$ cat src/include/serdes_pkg.sv
package serdes_pkg;
  localparam int DATA_W = 8;
  localparam int TX_FIFO_DEPTH = 32;
  localparam logic [7:0] OFF_SERDES_CTRL = 8'h06;
  localparam logic [7:0] OFF_RX_STATUS = 8'h08;
  localparam logic [7:0] OFF_RX_BYTE_A = 8'h09;
  localparam logic [7:0] OFF_RX_MASK_A = 8'h0A;
  localparam logic [7:0] OFF_RX_BYTE_B = 8'h0B;
  localparam logic [7:0] OFF_RX_MASK_B = 8'h0C;
  localparam logic [7:0] OFF_TX_IRQ_GATE = 8'h0D;
  localparam logic [7:0] OFF_TX_STATUS = 8'h0E;
  localparam logic [7:0] OFF_TX_DATA = 8'h0F;
  localparam logic [7:0] RESET_BYTE = 8'h00;
  localparam logic [2:0] RESET_EOF_LEN = 3'h0;
  localparam logic [3:0] RESET_GATE = 4'h0;
  // receive status layout, per channel c the base is 4*c
  localparam int RXS_FULL = 0;
  localparam int RXS_EOF = 1;
  localparam int RXS_FLOW = 2;
  localparam int RXS_VALID = 3;
  localparam int EOF_LEN_LSB = 0;
  localparam int EOF_LEN_W = 3;
  // transmit status and gate layout
  localparam int TX_EMPTY = 0;
  localparam int TX_DONE = 1;
  localparam int TX_OVERFLOW = 2;
  localparam int TX_UNDERFLOW = 3;
  localparam int TX_FLAG_W = 4;
  // over-the-air bit time
  localparam int BIT_TIME_NS = 16000;
  localparam int CLK_MHZ = 200;
  localparam int BIT_CYCLES = BIT_TIME_NS * CLK_MHZ / 1000;
  localparam int BIT_CNT_W = 12;
  typedef enum logic {TX_IDLE, TX_SHIFT} tx_state_e;
endpackage

$ cat src/include/fifo_if.sv
`timescale 1ns/100ps
interface fifo_if #(parameter int WIDTH = 8);
  logic in_valid;
  logic in_ready;
  logic [WIDTH-1:0] in_data;
  logic out_valid;
  logic out_ready;
  logic [WIDTH-1:0] out_data;
  modport store (input in_valid, output in_ready, input in_data,
                 output out_valid, input out_ready, output out_data);
  modport user (output in_valid, input in_ready, output in_data,
                input out_valid, output out_ready, input out_data);
endinterface

$ cat src/design/byte_fifo.sv
`timescale 1ns/100ps
module byte_fifo #(
  parameter int WIDTH = 8,
  parameter int DEPTH = 32
) (
  input wire logic clk,
  input wire logic rst_b,
  fifo_if.store port
);
  localparam int PW = $clog2(DEPTH);
  localparam int CW = $clog2(DEPTH + 1);

  logic [WIDTH-1:0] mem [DEPTH];
  logic [PW-1:0] wptr, next_wptr, rptr, next_rptr;
  logic [CW-1:0] cnt, next_cnt;
  logic ovalid, next_ovalid;
  logic [WIDTH-1:0] odata, next_odata;
  logic push, load, pop;

  // the head word sits in a register, so read data never come from the array
  always_comb begin
    push = port.in_valid && (cnt != CW'(DEPTH));
    pop = ovalid && port.out_ready;
    load = (!ovalid || pop) && (cnt != '0);
    next_wptr = push ? PW'(wptr + 1'b1) : wptr;
    next_rptr = load ? PW'(rptr + 1'b1) : rptr;
    next_cnt = CW'(cnt + CW'(push) - CW'(load));
    next_ovalid = load ? 1'b1 : (pop ? 1'b0 : ovalid);
    next_odata = load ? mem[rptr] : odata;
  end

  always_ff @(posedge clk) begin
    if (!rst_b) begin
      wptr <= '0;
      rptr <= '0;
      cnt <= '0;
      ovalid <= 1'b0;
      odata <= '0;
    end else begin
      wptr <= next_wptr;
      rptr <= next_rptr;
      cnt <= next_cnt;
      ovalid <= next_ovalid;
      odata <= next_odata;
    end
  end

  always_ff @(posedge clk) begin
    if (push) begin
      mem[wptr] <= port.in_data;
    end
  end

  assign port.in_ready = (cnt != CW'(DEPTH));
  assign port.out_valid = ovalid;
  assign port.out_data = odata;
endmodule

$ cat src/design/radio_serdes_host_regs.sv
`timescale 1ns/100ps
// How it works
// - channel b last byte readable at 0x0B, first air bit in bit 0
// - channel a last byte readable at 0x09, lsb first; writes ignored
// - channel a mask at 0x0A marks each valid data bit
// - channel b mask at 0x0C marks each valid data bit
// - status all-valid a set only when every channel a bit valid
// - status all-valid b set only when every channel b bit valid
// - gate bit 3 enables underflow interrupt
// - gate bit 2 enables overflow interrupt
// - gate bit 1 enables done interrupt
// - gate bit 0 enables empty interrupt
// - flow flag on overwrite or empty read; status read clears it
// - idle bit times after start raise end-of-frame, flush partial byte
// - reading transmit status clears underflow, overflow and done
// - transmitted bytes go out bit 0 first through bit 7
module radio_serdes_host_regs (
  input wire logic clk,
  input wire logic rst_b,
  input wire logic [7:0] reg_addr,
  input wire logic [serdes_pkg::DATA_W-1:0] reg_wdata,
  input wire logic reg_wr,
  input wire logic reg_rd,
  output logic [serdes_pkg::DATA_W-1:0] reg_rdata,
  input wire logic [1:0] rx_stb,
  input wire logic [1:0] rx_bit,
  input wire logic [1:0] rx_ok,
  output logic tx_bit,
  output logic tx_on,
  output logic tx_fifo_ready,
  output logic tx_irq
);
  import serdes_pkg::*;

  function automatic logic hit(input logic [7:0] a, input logic [7:0] off);
    hit = (a == off);
  endfunction

  logic rd_rx_status, rd_tx_status, wr_tx_data;
  logic [2:0] eof_len, next_eof_len;
  logic [TX_FLAG_W-1:0] gate, next_gate;
  logic [7:0] rx_status;
  logic [1:0][7:0] rx_byte, rx_mask;
  logic [7:0] next_rdata;

  assign rd_rx_status = reg_rd && hit(reg_addr, OFF_RX_STATUS);
  assign rd_tx_status = reg_rd && hit(reg_addr, OFF_TX_STATUS);
  assign wr_tx_data = reg_wr && hit(reg_addr, OFF_TX_DATA);

  // receive channels, index 0 is a and 1 is b
  genvar c;
  generate
    for (c = 0; c < 2; c++) begin : g_rx
      logic [7:0] sh, next_sh, msk, next_msk;
      logic [2:0] pos, next_pos, idle, next_idle;
      logic started, next_started;
      logic [7:0] data, next_data, mask, next_mask;
      logic full, next_full, flow, next_flow, eof, next_eof;
      logic all_ok, next_all_ok;
      logic xfer, rd_data;
      logic [7:0] fill_sh, fill_msk;
      always_comb begin
        rd_data = reg_rd && hit(reg_addr, c ? OFF_RX_BYTE_B : OFF_RX_BYTE_A);
        next_sh = sh;
        next_msk = msk;
        next_pos = pos;
        next_idle = idle;
        next_started = started;
        next_eof = eof;
        xfer = 1'b0;
        fill_sh = sh;
        fill_msk = msk;
        if (rx_stb[c]) begin
          fill_sh[pos] = rx_bit[c] & rx_ok[c];
          fill_msk[pos] = rx_ok[c];
          if (rx_ok[c]) begin
            next_started = 1'b1;
            next_idle = '0;
            next_pos = pos + 3'd1;
            next_sh = fill_sh;
            next_msk = fill_msk;
            xfer = (pos == 3'd7);
          end else if (started) begin
            next_idle = idle + 3'd1;
            if (idle == eof_len) begin
              // partial byte moves out, stale bits stay masked off
              next_eof = 1'b1;
              next_started = 1'b0;
              next_idle = '0;
              // with no partial byte the last whole byte is kept
              xfer = (pos != 3'd0);
            end
          end
          if (xfer) begin
            next_pos = '0;
            next_sh = '0;
            next_msk = '0;
          end
        end
        next_data = xfer ? (rx_ok[c] ? fill_sh : sh) : data;
        next_mask = xfer ? (rx_ok[c] ? fill_msk : msk) : mask;
        next_all_ok = xfer ? (&next_mask) : all_ok;
        next_full = xfer ? 1'b1 : (rd_data ? 1'b0 : full);
        next_flow = flow;
        if (rd_rx_status) begin
          next_flow = 1'b0;
          if (!(rx_stb[c] && !rx_ok[c] && started && idle == eof_len)) begin
            next_eof = 1'b0;
          end
        end
        // set wins over the status-read clear
        if ((xfer && full && !rd_data) || (rd_data && !full)) begin
          next_flow = 1'b1;
        end
      end
      always_ff @(posedge clk) begin
        if (!rst_b) begin
          sh <= '0;
          msk <= '0;
          pos <= '0;
          idle <= '0;
          started <= 1'b0;
          data <= RESET_BYTE;
          mask <= RESET_BYTE;
          full <= 1'b0;
          flow <= 1'b0;
          eof <= 1'b0;
          all_ok <= 1'b0;
        end else begin
          sh <= next_sh;
          msk <= next_msk;
          pos <= next_pos;
          idle <= next_idle;
          started <= next_started;
          data <= next_data;
          mask <= next_mask;
          full <= next_full;
          flow <= next_flow;
          eof <= next_eof;
          all_ok <= next_all_ok;
        end
      end
      assign rx_byte[c] = data;
      assign rx_mask[c] = mask;
      assign rx_status[4*c+RXS_FULL] = full;
      assign rx_status[4*c+RXS_EOF] = eof;
      assign rx_status[4*c+RXS_FLOW] = flow;
      assign rx_status[4*c+RXS_VALID] = all_ok;
    end
  endgenerate

  // transmit path: host bytes queue in the fifo ahead of the shifter
  fifo_if #(.WIDTH(DATA_W)) txq ();
  byte_fifo #(.WIDTH(DATA_W), .DEPTH(TX_FIFO_DEPTH)) u_txq (
    .clk(clk),
    .rst_b(rst_b),
    .port(txq.store)
  );

  tx_state_e state, next_state;
  logic [BIT_CNT_W-1:0] div, next_div;
  logic tick;
  logic [7:0] shreg, next_shreg;
  logic [2:0] bitn, next_bitn;
  logic [TX_FLAG_W-1:0] tflag, next_tflag;
  logic next_tx_bit, next_tx_on, next_irq, take, ended;

  assign txq.in_valid = wr_tx_data;
  assign txq.in_data = reg_wdata;
  assign txq.out_ready = take;

  always_comb begin
    tick = (div == BIT_CNT_W'(BIT_CYCLES - 1));
    next_div = tick ? '0 : BIT_CNT_W'(div + 1'b1);
    next_state = state;
    next_shreg = shreg;
    next_bitn = bitn;
    next_tx_bit = tx_bit;
    next_tx_on = tx_on;
    next_tflag = tflag;
    take = 1'b0;
    ended = 1'b0;
    if (tick) begin
      case (state)
        TX_IDLE: begin
          take = txq.out_valid;
        end
        TX_SHIFT: begin
          if (bitn != 3'd7) begin
            next_bitn = bitn + 3'd1;
            next_tx_bit = shreg[bitn + 3'd1];
          end else if (txq.out_valid) begin
            // the next byte follows with no gap
            take = 1'b1;
          end else begin
            ended = 1'b1;
          end
        end
        default: begin
          next_state = TX_IDLE;
        end
      endcase
    end
    if (take) begin
      next_shreg = txq.out_data;
      next_tx_bit = txq.out_data[0];
      next_bitn = '0;
      next_tx_on = 1'b1;
      next_state = TX_SHIFT;
      next_tflag[TX_EMPTY] = 1'b1;
    end
    if (rd_tx_status) begin
      next_tflag[TX_UNDERFLOW] = 1'b0;
      next_tflag[TX_DONE] = 1'b0;
      next_tflag[TX_OVERFLOW] = 1'b0;
    end
    if (ended) begin
      // a status read in the same cycle loses to the new event
      next_tflag[TX_DONE] = 1'b1;
      next_tflag[TX_UNDERFLOW] = 1'b1;
      next_tx_on = 1'b0;
      next_state = TX_IDLE;
    end
    if (wr_tx_data) begin
      // loading the data register re-arms empty, unless a move lands now
      if (!take) begin
        next_tflag[TX_EMPTY] = 1'b0;
      end
      if (!txq.in_ready) begin
        // the refused byte is lost; tx_fifo_ready warns the host
        next_tflag[TX_OVERFLOW] = 1'b1;
      end
    end
    next_irq = |(next_tflag & next_gate);
  end

  always_comb begin
    next_eof_len = eof_len;
    next_gate = gate;
    if (reg_wr && hit(reg_addr, OFF_SERDES_CTRL)) begin
      next_eof_len = reg_wdata[EOF_LEN_LSB +: EOF_LEN_W];
    end
    if (reg_wr && hit(reg_addr, OFF_TX_IRQ_GATE)) begin
      // upper bits are expected zero and are not stored
      next_gate = reg_wdata[TX_FLAG_W-1:0];
    end
    // read data stand until the next read strobe
    next_rdata = reg_rdata;
    if (reg_rd) begin
      case (reg_addr)
        OFF_SERDES_CTRL: next_rdata = {5'h00, eof_len};
        OFF_RX_STATUS: next_rdata = rx_status;
        OFF_RX_BYTE_A: next_rdata = rx_byte[0];
        OFF_RX_MASK_A: next_rdata = rx_mask[0];
        OFF_RX_BYTE_B: next_rdata = rx_byte[1];
        OFF_RX_MASK_B: next_rdata = rx_mask[1];
        OFF_TX_IRQ_GATE: next_rdata = {4'h0, gate};
        OFF_TX_STATUS: next_rdata = {4'h0, tflag};
        default: next_rdata = 8'h00;
      endcase
    end
  end

  always_ff @(posedge clk) begin
    if (!rst_b) begin
      state <= TX_IDLE;
      div <= '0;
      shreg <= '0;
      bitn <= '0;
      tflag <= '0;
      tx_bit <= 1'b0;
      tx_on <= 1'b0;
      tx_irq <= 1'b0;
      tx_fifo_ready <= 1'b0;
    end else begin
      state <= next_state;
      div <= next_div;
      shreg <= next_shreg;
      bitn <= next_bitn;
      tflag <= next_tflag;
      tx_bit <= next_tx_bit;
      tx_on <= next_tx_on;
      tx_irq <= next_irq;
      tx_fifo_ready <= txq.in_ready;
    end
  end

  // host register group
  always_ff @(posedge clk) begin
    if (!rst_b) begin
      eof_len <= RESET_EOF_LEN;
      gate <= RESET_GATE;
      reg_rdata <= RESET_BYTE;
    end else begin
      eof_len <= next_eof_len;
      gate <= next_gate;
      reg_rdata <= next_rdata;
    end
  end
endmodule

$ cat config.mk
export PLATFORM = sky130hd
export DESIGN_NAME = radio_serdes_host_regs
export DESIGN_NICKNAME = d
export VERILOG_FILES = /design/src/include/serdes_pkg.sv /design/src/include/fifo_if.sv /design/src/design/byte_fifo.sv /design/src/design/radio_serdes_host_regs.sv
export SDC_FILE = /design/constraint.sdc
export NUM_CORES = 1
export LEC_CHECK = 0
export BUFFER_PORTS_ARGS = -buffer_cell sky130_fd_sc_hd__buf_2
export CAP_MARGIN = 20
export CORE_ASPECT_RATIO = 0.8
export CORE_MARGIN = 2
export CORE_UTILIZATION = 55
export CTS_BUF_LIST = sky130_fd_sc_hd__clkbuf_2
export CTS_CLUSTER_SIZE = 25
export DETAILED_ROUTE_END_ITERATION = 8
export PLACE_DENSITY = 0.77
export SLEW_MARGIN = 30
export SYNTH_ARGS = -nofsm -noshare
export SYNTH_HDL_FRONTEND = slang
export SYNTH_SLANG_ARGS = --single-unit
$ cat constraint.sdc
create_clock -name clk -period 3.3 [get_ports clk]
set_input_delay 0.825 -clock clk [delete_from_list [all_inputs] [get_ports clk]]
set_output_delay 0.825 -clock clk [all_outputs]
set_load 0.02 [all_outputs]
==> flow_summary.toml <==
[routing]
routed_wl_mm = 38.8
first_pass_iters = 5
via_per_inst = 6.04
drc_errors = 0
drt_iter0_drc = 1210
routedWlPerCell_um = 20.1
ant_nets = 0
via_count = 11651

[synthesis]
synthCells = 1322
yosysTopAreaCellShare_pct = 44.5
syn_area_per_cell_um2 = 13.1
synthTopCellsByArea = "edfxtp_1 45%, dfxtp_1 18%, mux4_2 8.9%, nor2_1 3.3%, a21oi_1 2.1%"
ys_ff_latch = 413
synth.distinct_cells = 63
synth_nets = 1374
synth_edf_count = 256
async_flop_share_pct = 0
syn_area_um2 = 17300
yosys_warnings = 0
synth_ff_type = "edfxtp_1"
synth_top_cell_by_area = "edfxtp_1"
ys_seq_area_share_pct = 62.8

[timing]
finalSetupViolCount = 0
setup_ws_ps = 321
maxSlewViolCount = 0
min_period_ps = 2980
worst_slew_pin_slew_ps = 1000
rsz0062_at_grt = "no"
skew_ps = 107
fmax_mhz = 336
relSlewSlack_pct = 33.3
setup_tns_ps = 0
hold_viol_final = 0
period_share_pct = 90.3

[clocking]
clk_pin_slew_ps = 120
clkSinkCount = 413
htreeDepth = 3
clockRootBuffer = "clkbuf_2"
holdBufCountCts = 0
tritoncts = "done"
cts_buffers = 94
postCtsSetupBuffers = 0
cts_buffer_depth = 3
ctsResizeCount = 0
clk-insertion-delay-late_ps = 980

[placement]
gp_congestion = 0.895
place_worst_setup_slack_ps = 81.8
hpwlAfterDp_mm = 25.3
io_buffer_count = 37

[floorplanning]
core_area_um2 = 30600
io_pins = 38
die_h_um = 162
initial_utilization_pct = 56.4
row_count = 57
die-area_um2 = 32800
fp.dieW_um = 202

[global_routing]
grtUsageMet3_pct = 5.30
overflow = 0
grt_pass1_wl_mm = 61.2
grt.met1_usage_pct = 33.7
grt_util_met2_pct = 36.7
grt_pass1_vias = 11369
track_usage_pct = 24.1
grt_max_degree = 50
busiest_layer = "met2"
antenna_found_initial = 1

[finish]
multi_input_area_um2 = 5980
ff_latch_area_um2 = 10800
syn_to_final_growth_pct = 10.5
nNetsFinal = 1489
nFillCells = 2344
final_cell_mix = "256 x edfxtp_1, 155 x dfxtp_1, 151 x nor2_1"
drive_gt1_share_pct = 22.1
final_common_cell = "edfxtp_1"

[setup_path]
rr_worst_depth = 15
worstReg2RegEnd = "u_txq.cnt[4]$_SDFF_PN0_"
critPathTopFamily = "adder cells"
slowest_stage = "fa_1"
critPathMaxStageDelay_ps = 420
crit_start = "div[0]$_SDFF_PP0_"
path_cells = "ha_1 -> and2_1 -> and4_2 -> a21boi_0 -> nor2_1 -> ha_1 -> inv_1 -> ha_1 -> inv_1 -> fa_1 -> inv_1 -> a21oi_1 -> o21bai_1 -> xnor2_1 -> nor2_1"
rrSetupSlack_ps = 320
cp.arrival_ps = 3830
r2r_start = "div[0]$_SDFF_PP0_"
critical_path_required_ps = 4160
critical_path_buf_inv_count = 3
cp-end-kind = "flip-flop"
crit_fanout = 7
start_kind = "flip-flop"
worstSetupPathType = "flip-flop to flip-flop"

[min_path]
whs_endpoint = "reg_rdata[3]$_SDFFE_PN0P_"
hold_depth = 3
holdCritStartpoint = "reg_addr[3]"
min_path_type = "input pin to flip-flop"

[flow_run]
maxCapViolCount = 0

[pwr]
p_int_mw = 7.65
clkPwrFrac_pct = 30.9
leakagePower_nw = 6.52
p_per_area_nw_per_um2 = 559
seq_power_share_pct = 53.8
switchingPower_mw = 3.01
switching_share_pct = 28.2
power_frac_comb_pct = 15.4
peakVddDrop_mv = 0.462

[outcome]
status = "complete, no violations"
-- Yosys cell counts, types with 9 or more instances --
cell type	instances
a211oi_1	26
a21oi_1	73
a22oi_1	16
a311oi_1	17
a31oi_1	11
and2_1	15
buf_1	10
buf_2	21
clkbuf_1	51
dfxtp_1	157
edfxtp_1	256
ha_1	25
inv_1	30
mux2i_1	28
mux4_2	68
nand2_1	73
nand2b_1	12
nand3_1	39
nand3b_1	10
nand4_1	11
nor2_1	151
nor3_1	25
nor3b_1	9
nor4_1	13
o21ai_0	32
o22ai_1	24
o2bb2ai_1	11
xor2_1	18
-- power groups by stage --
stage          logic, mW  registers, mW  clock network [mW]
4_1_cts             1.64           5.74                3.37
6_report            1.64           5.73                3.29
2_1_floorplan       1.26           5.73                   0
5_1_grt             1.78           5.76                3.61
3_5_place_dp        1.63           5.85                   0
3_3_place_gp        1.59           5.85                   0
-- cell type report --
cell class	count	area share (%)
antenna	1	0.0131
clock buffer	138	3.62
clock inverter	35	1.12
inverter	30	0.597
multi-input combinational	796	31.3
sequential	413	56.8
tap	413	2.71
timing repair buffer	102	3.79
-- worst min-delay path: stages --
cell	delay (ps)
buf_2	150
nand4_1	90
a21oi_1	60
-- worst max-delay path by stage --
| stage | end | cells after the start |
|---|---|---|
| 6_report | u_txq.cnt[4]$_SDFF_PN0_ | 15 |
| 5_1_grt | u_txq.cnt[4]$_SDFF_PN0_ | 15 |
| 4_1_cts | u_txq.cnt[4]$_SDFF_PN0_ | 15 |
| 3_5_place_dp | u_txq.mem[5][3]$_DFFE_PP_ | 7 |
| 3_3_place_gp | u_txq.cnt[4]$_SDFF_PN0_ | 11 |
| 2_1_floorplan | u_txq.cnt[4]$_SDFF_PN0_ | 11 |
-- through the flow --
| step | power (mW) | area [µm²] | cells | hold slack (ps) | utilization [%] |
|---|---|---|---|---|---|
| global route | 11.2 | 19100 | 1928 | 227 | 62.3 |
| detailed placement | 7.49 | 18200 | 1754 | 450 | 59.4 |
| finish | 10.7 | 19100 | 1928 | 264 | 62.3 |
| floorplan | 6.99 | 17300 | 1322 | 432 | - |
| global placement | 7.44 | 18200 | 1754 | 433 | 59.4 |
| CTS | 10.7 | 19100 | 1927 | 191 | 62.3 |
-- metal layers --
metal	part of all wire [%]	vias to the layer above
met2	45	546
met4	2.7	2
met3	8.7	90
met1	43	5675
li1	-	5338
met5	0.085	-
-- flip-flops by register name (all words and copies together), names as in the netlist, 8 cells and up --
name and cells:
div 12, g_rx.sh 16, shreg 8, u_txq.mem 256, g_rx.data 16, reg_rdata 8, g_rx.msk 16, u_txq.port.out_data 8
g_rx.mask 16
-- logic make-up (layout without fill, tap and decap cells) --
group                      count (synthesis)  in the layout  share of synthesized area [%]
DFF                                      413            413                           62.8
and+or+nand+nor                          399            399                           11.4
AOI/OAI and AO/OA                        250            250                           9.53
buffers and inverters                    113            305                           2.63
muxes                                     98             98                           10.6
adders and majority gates                 26             26                           1.93
xor gates and xnor gates                  23             23                           1.17
other                                      0              1                              0
Power figures use the tool's default switching activity.
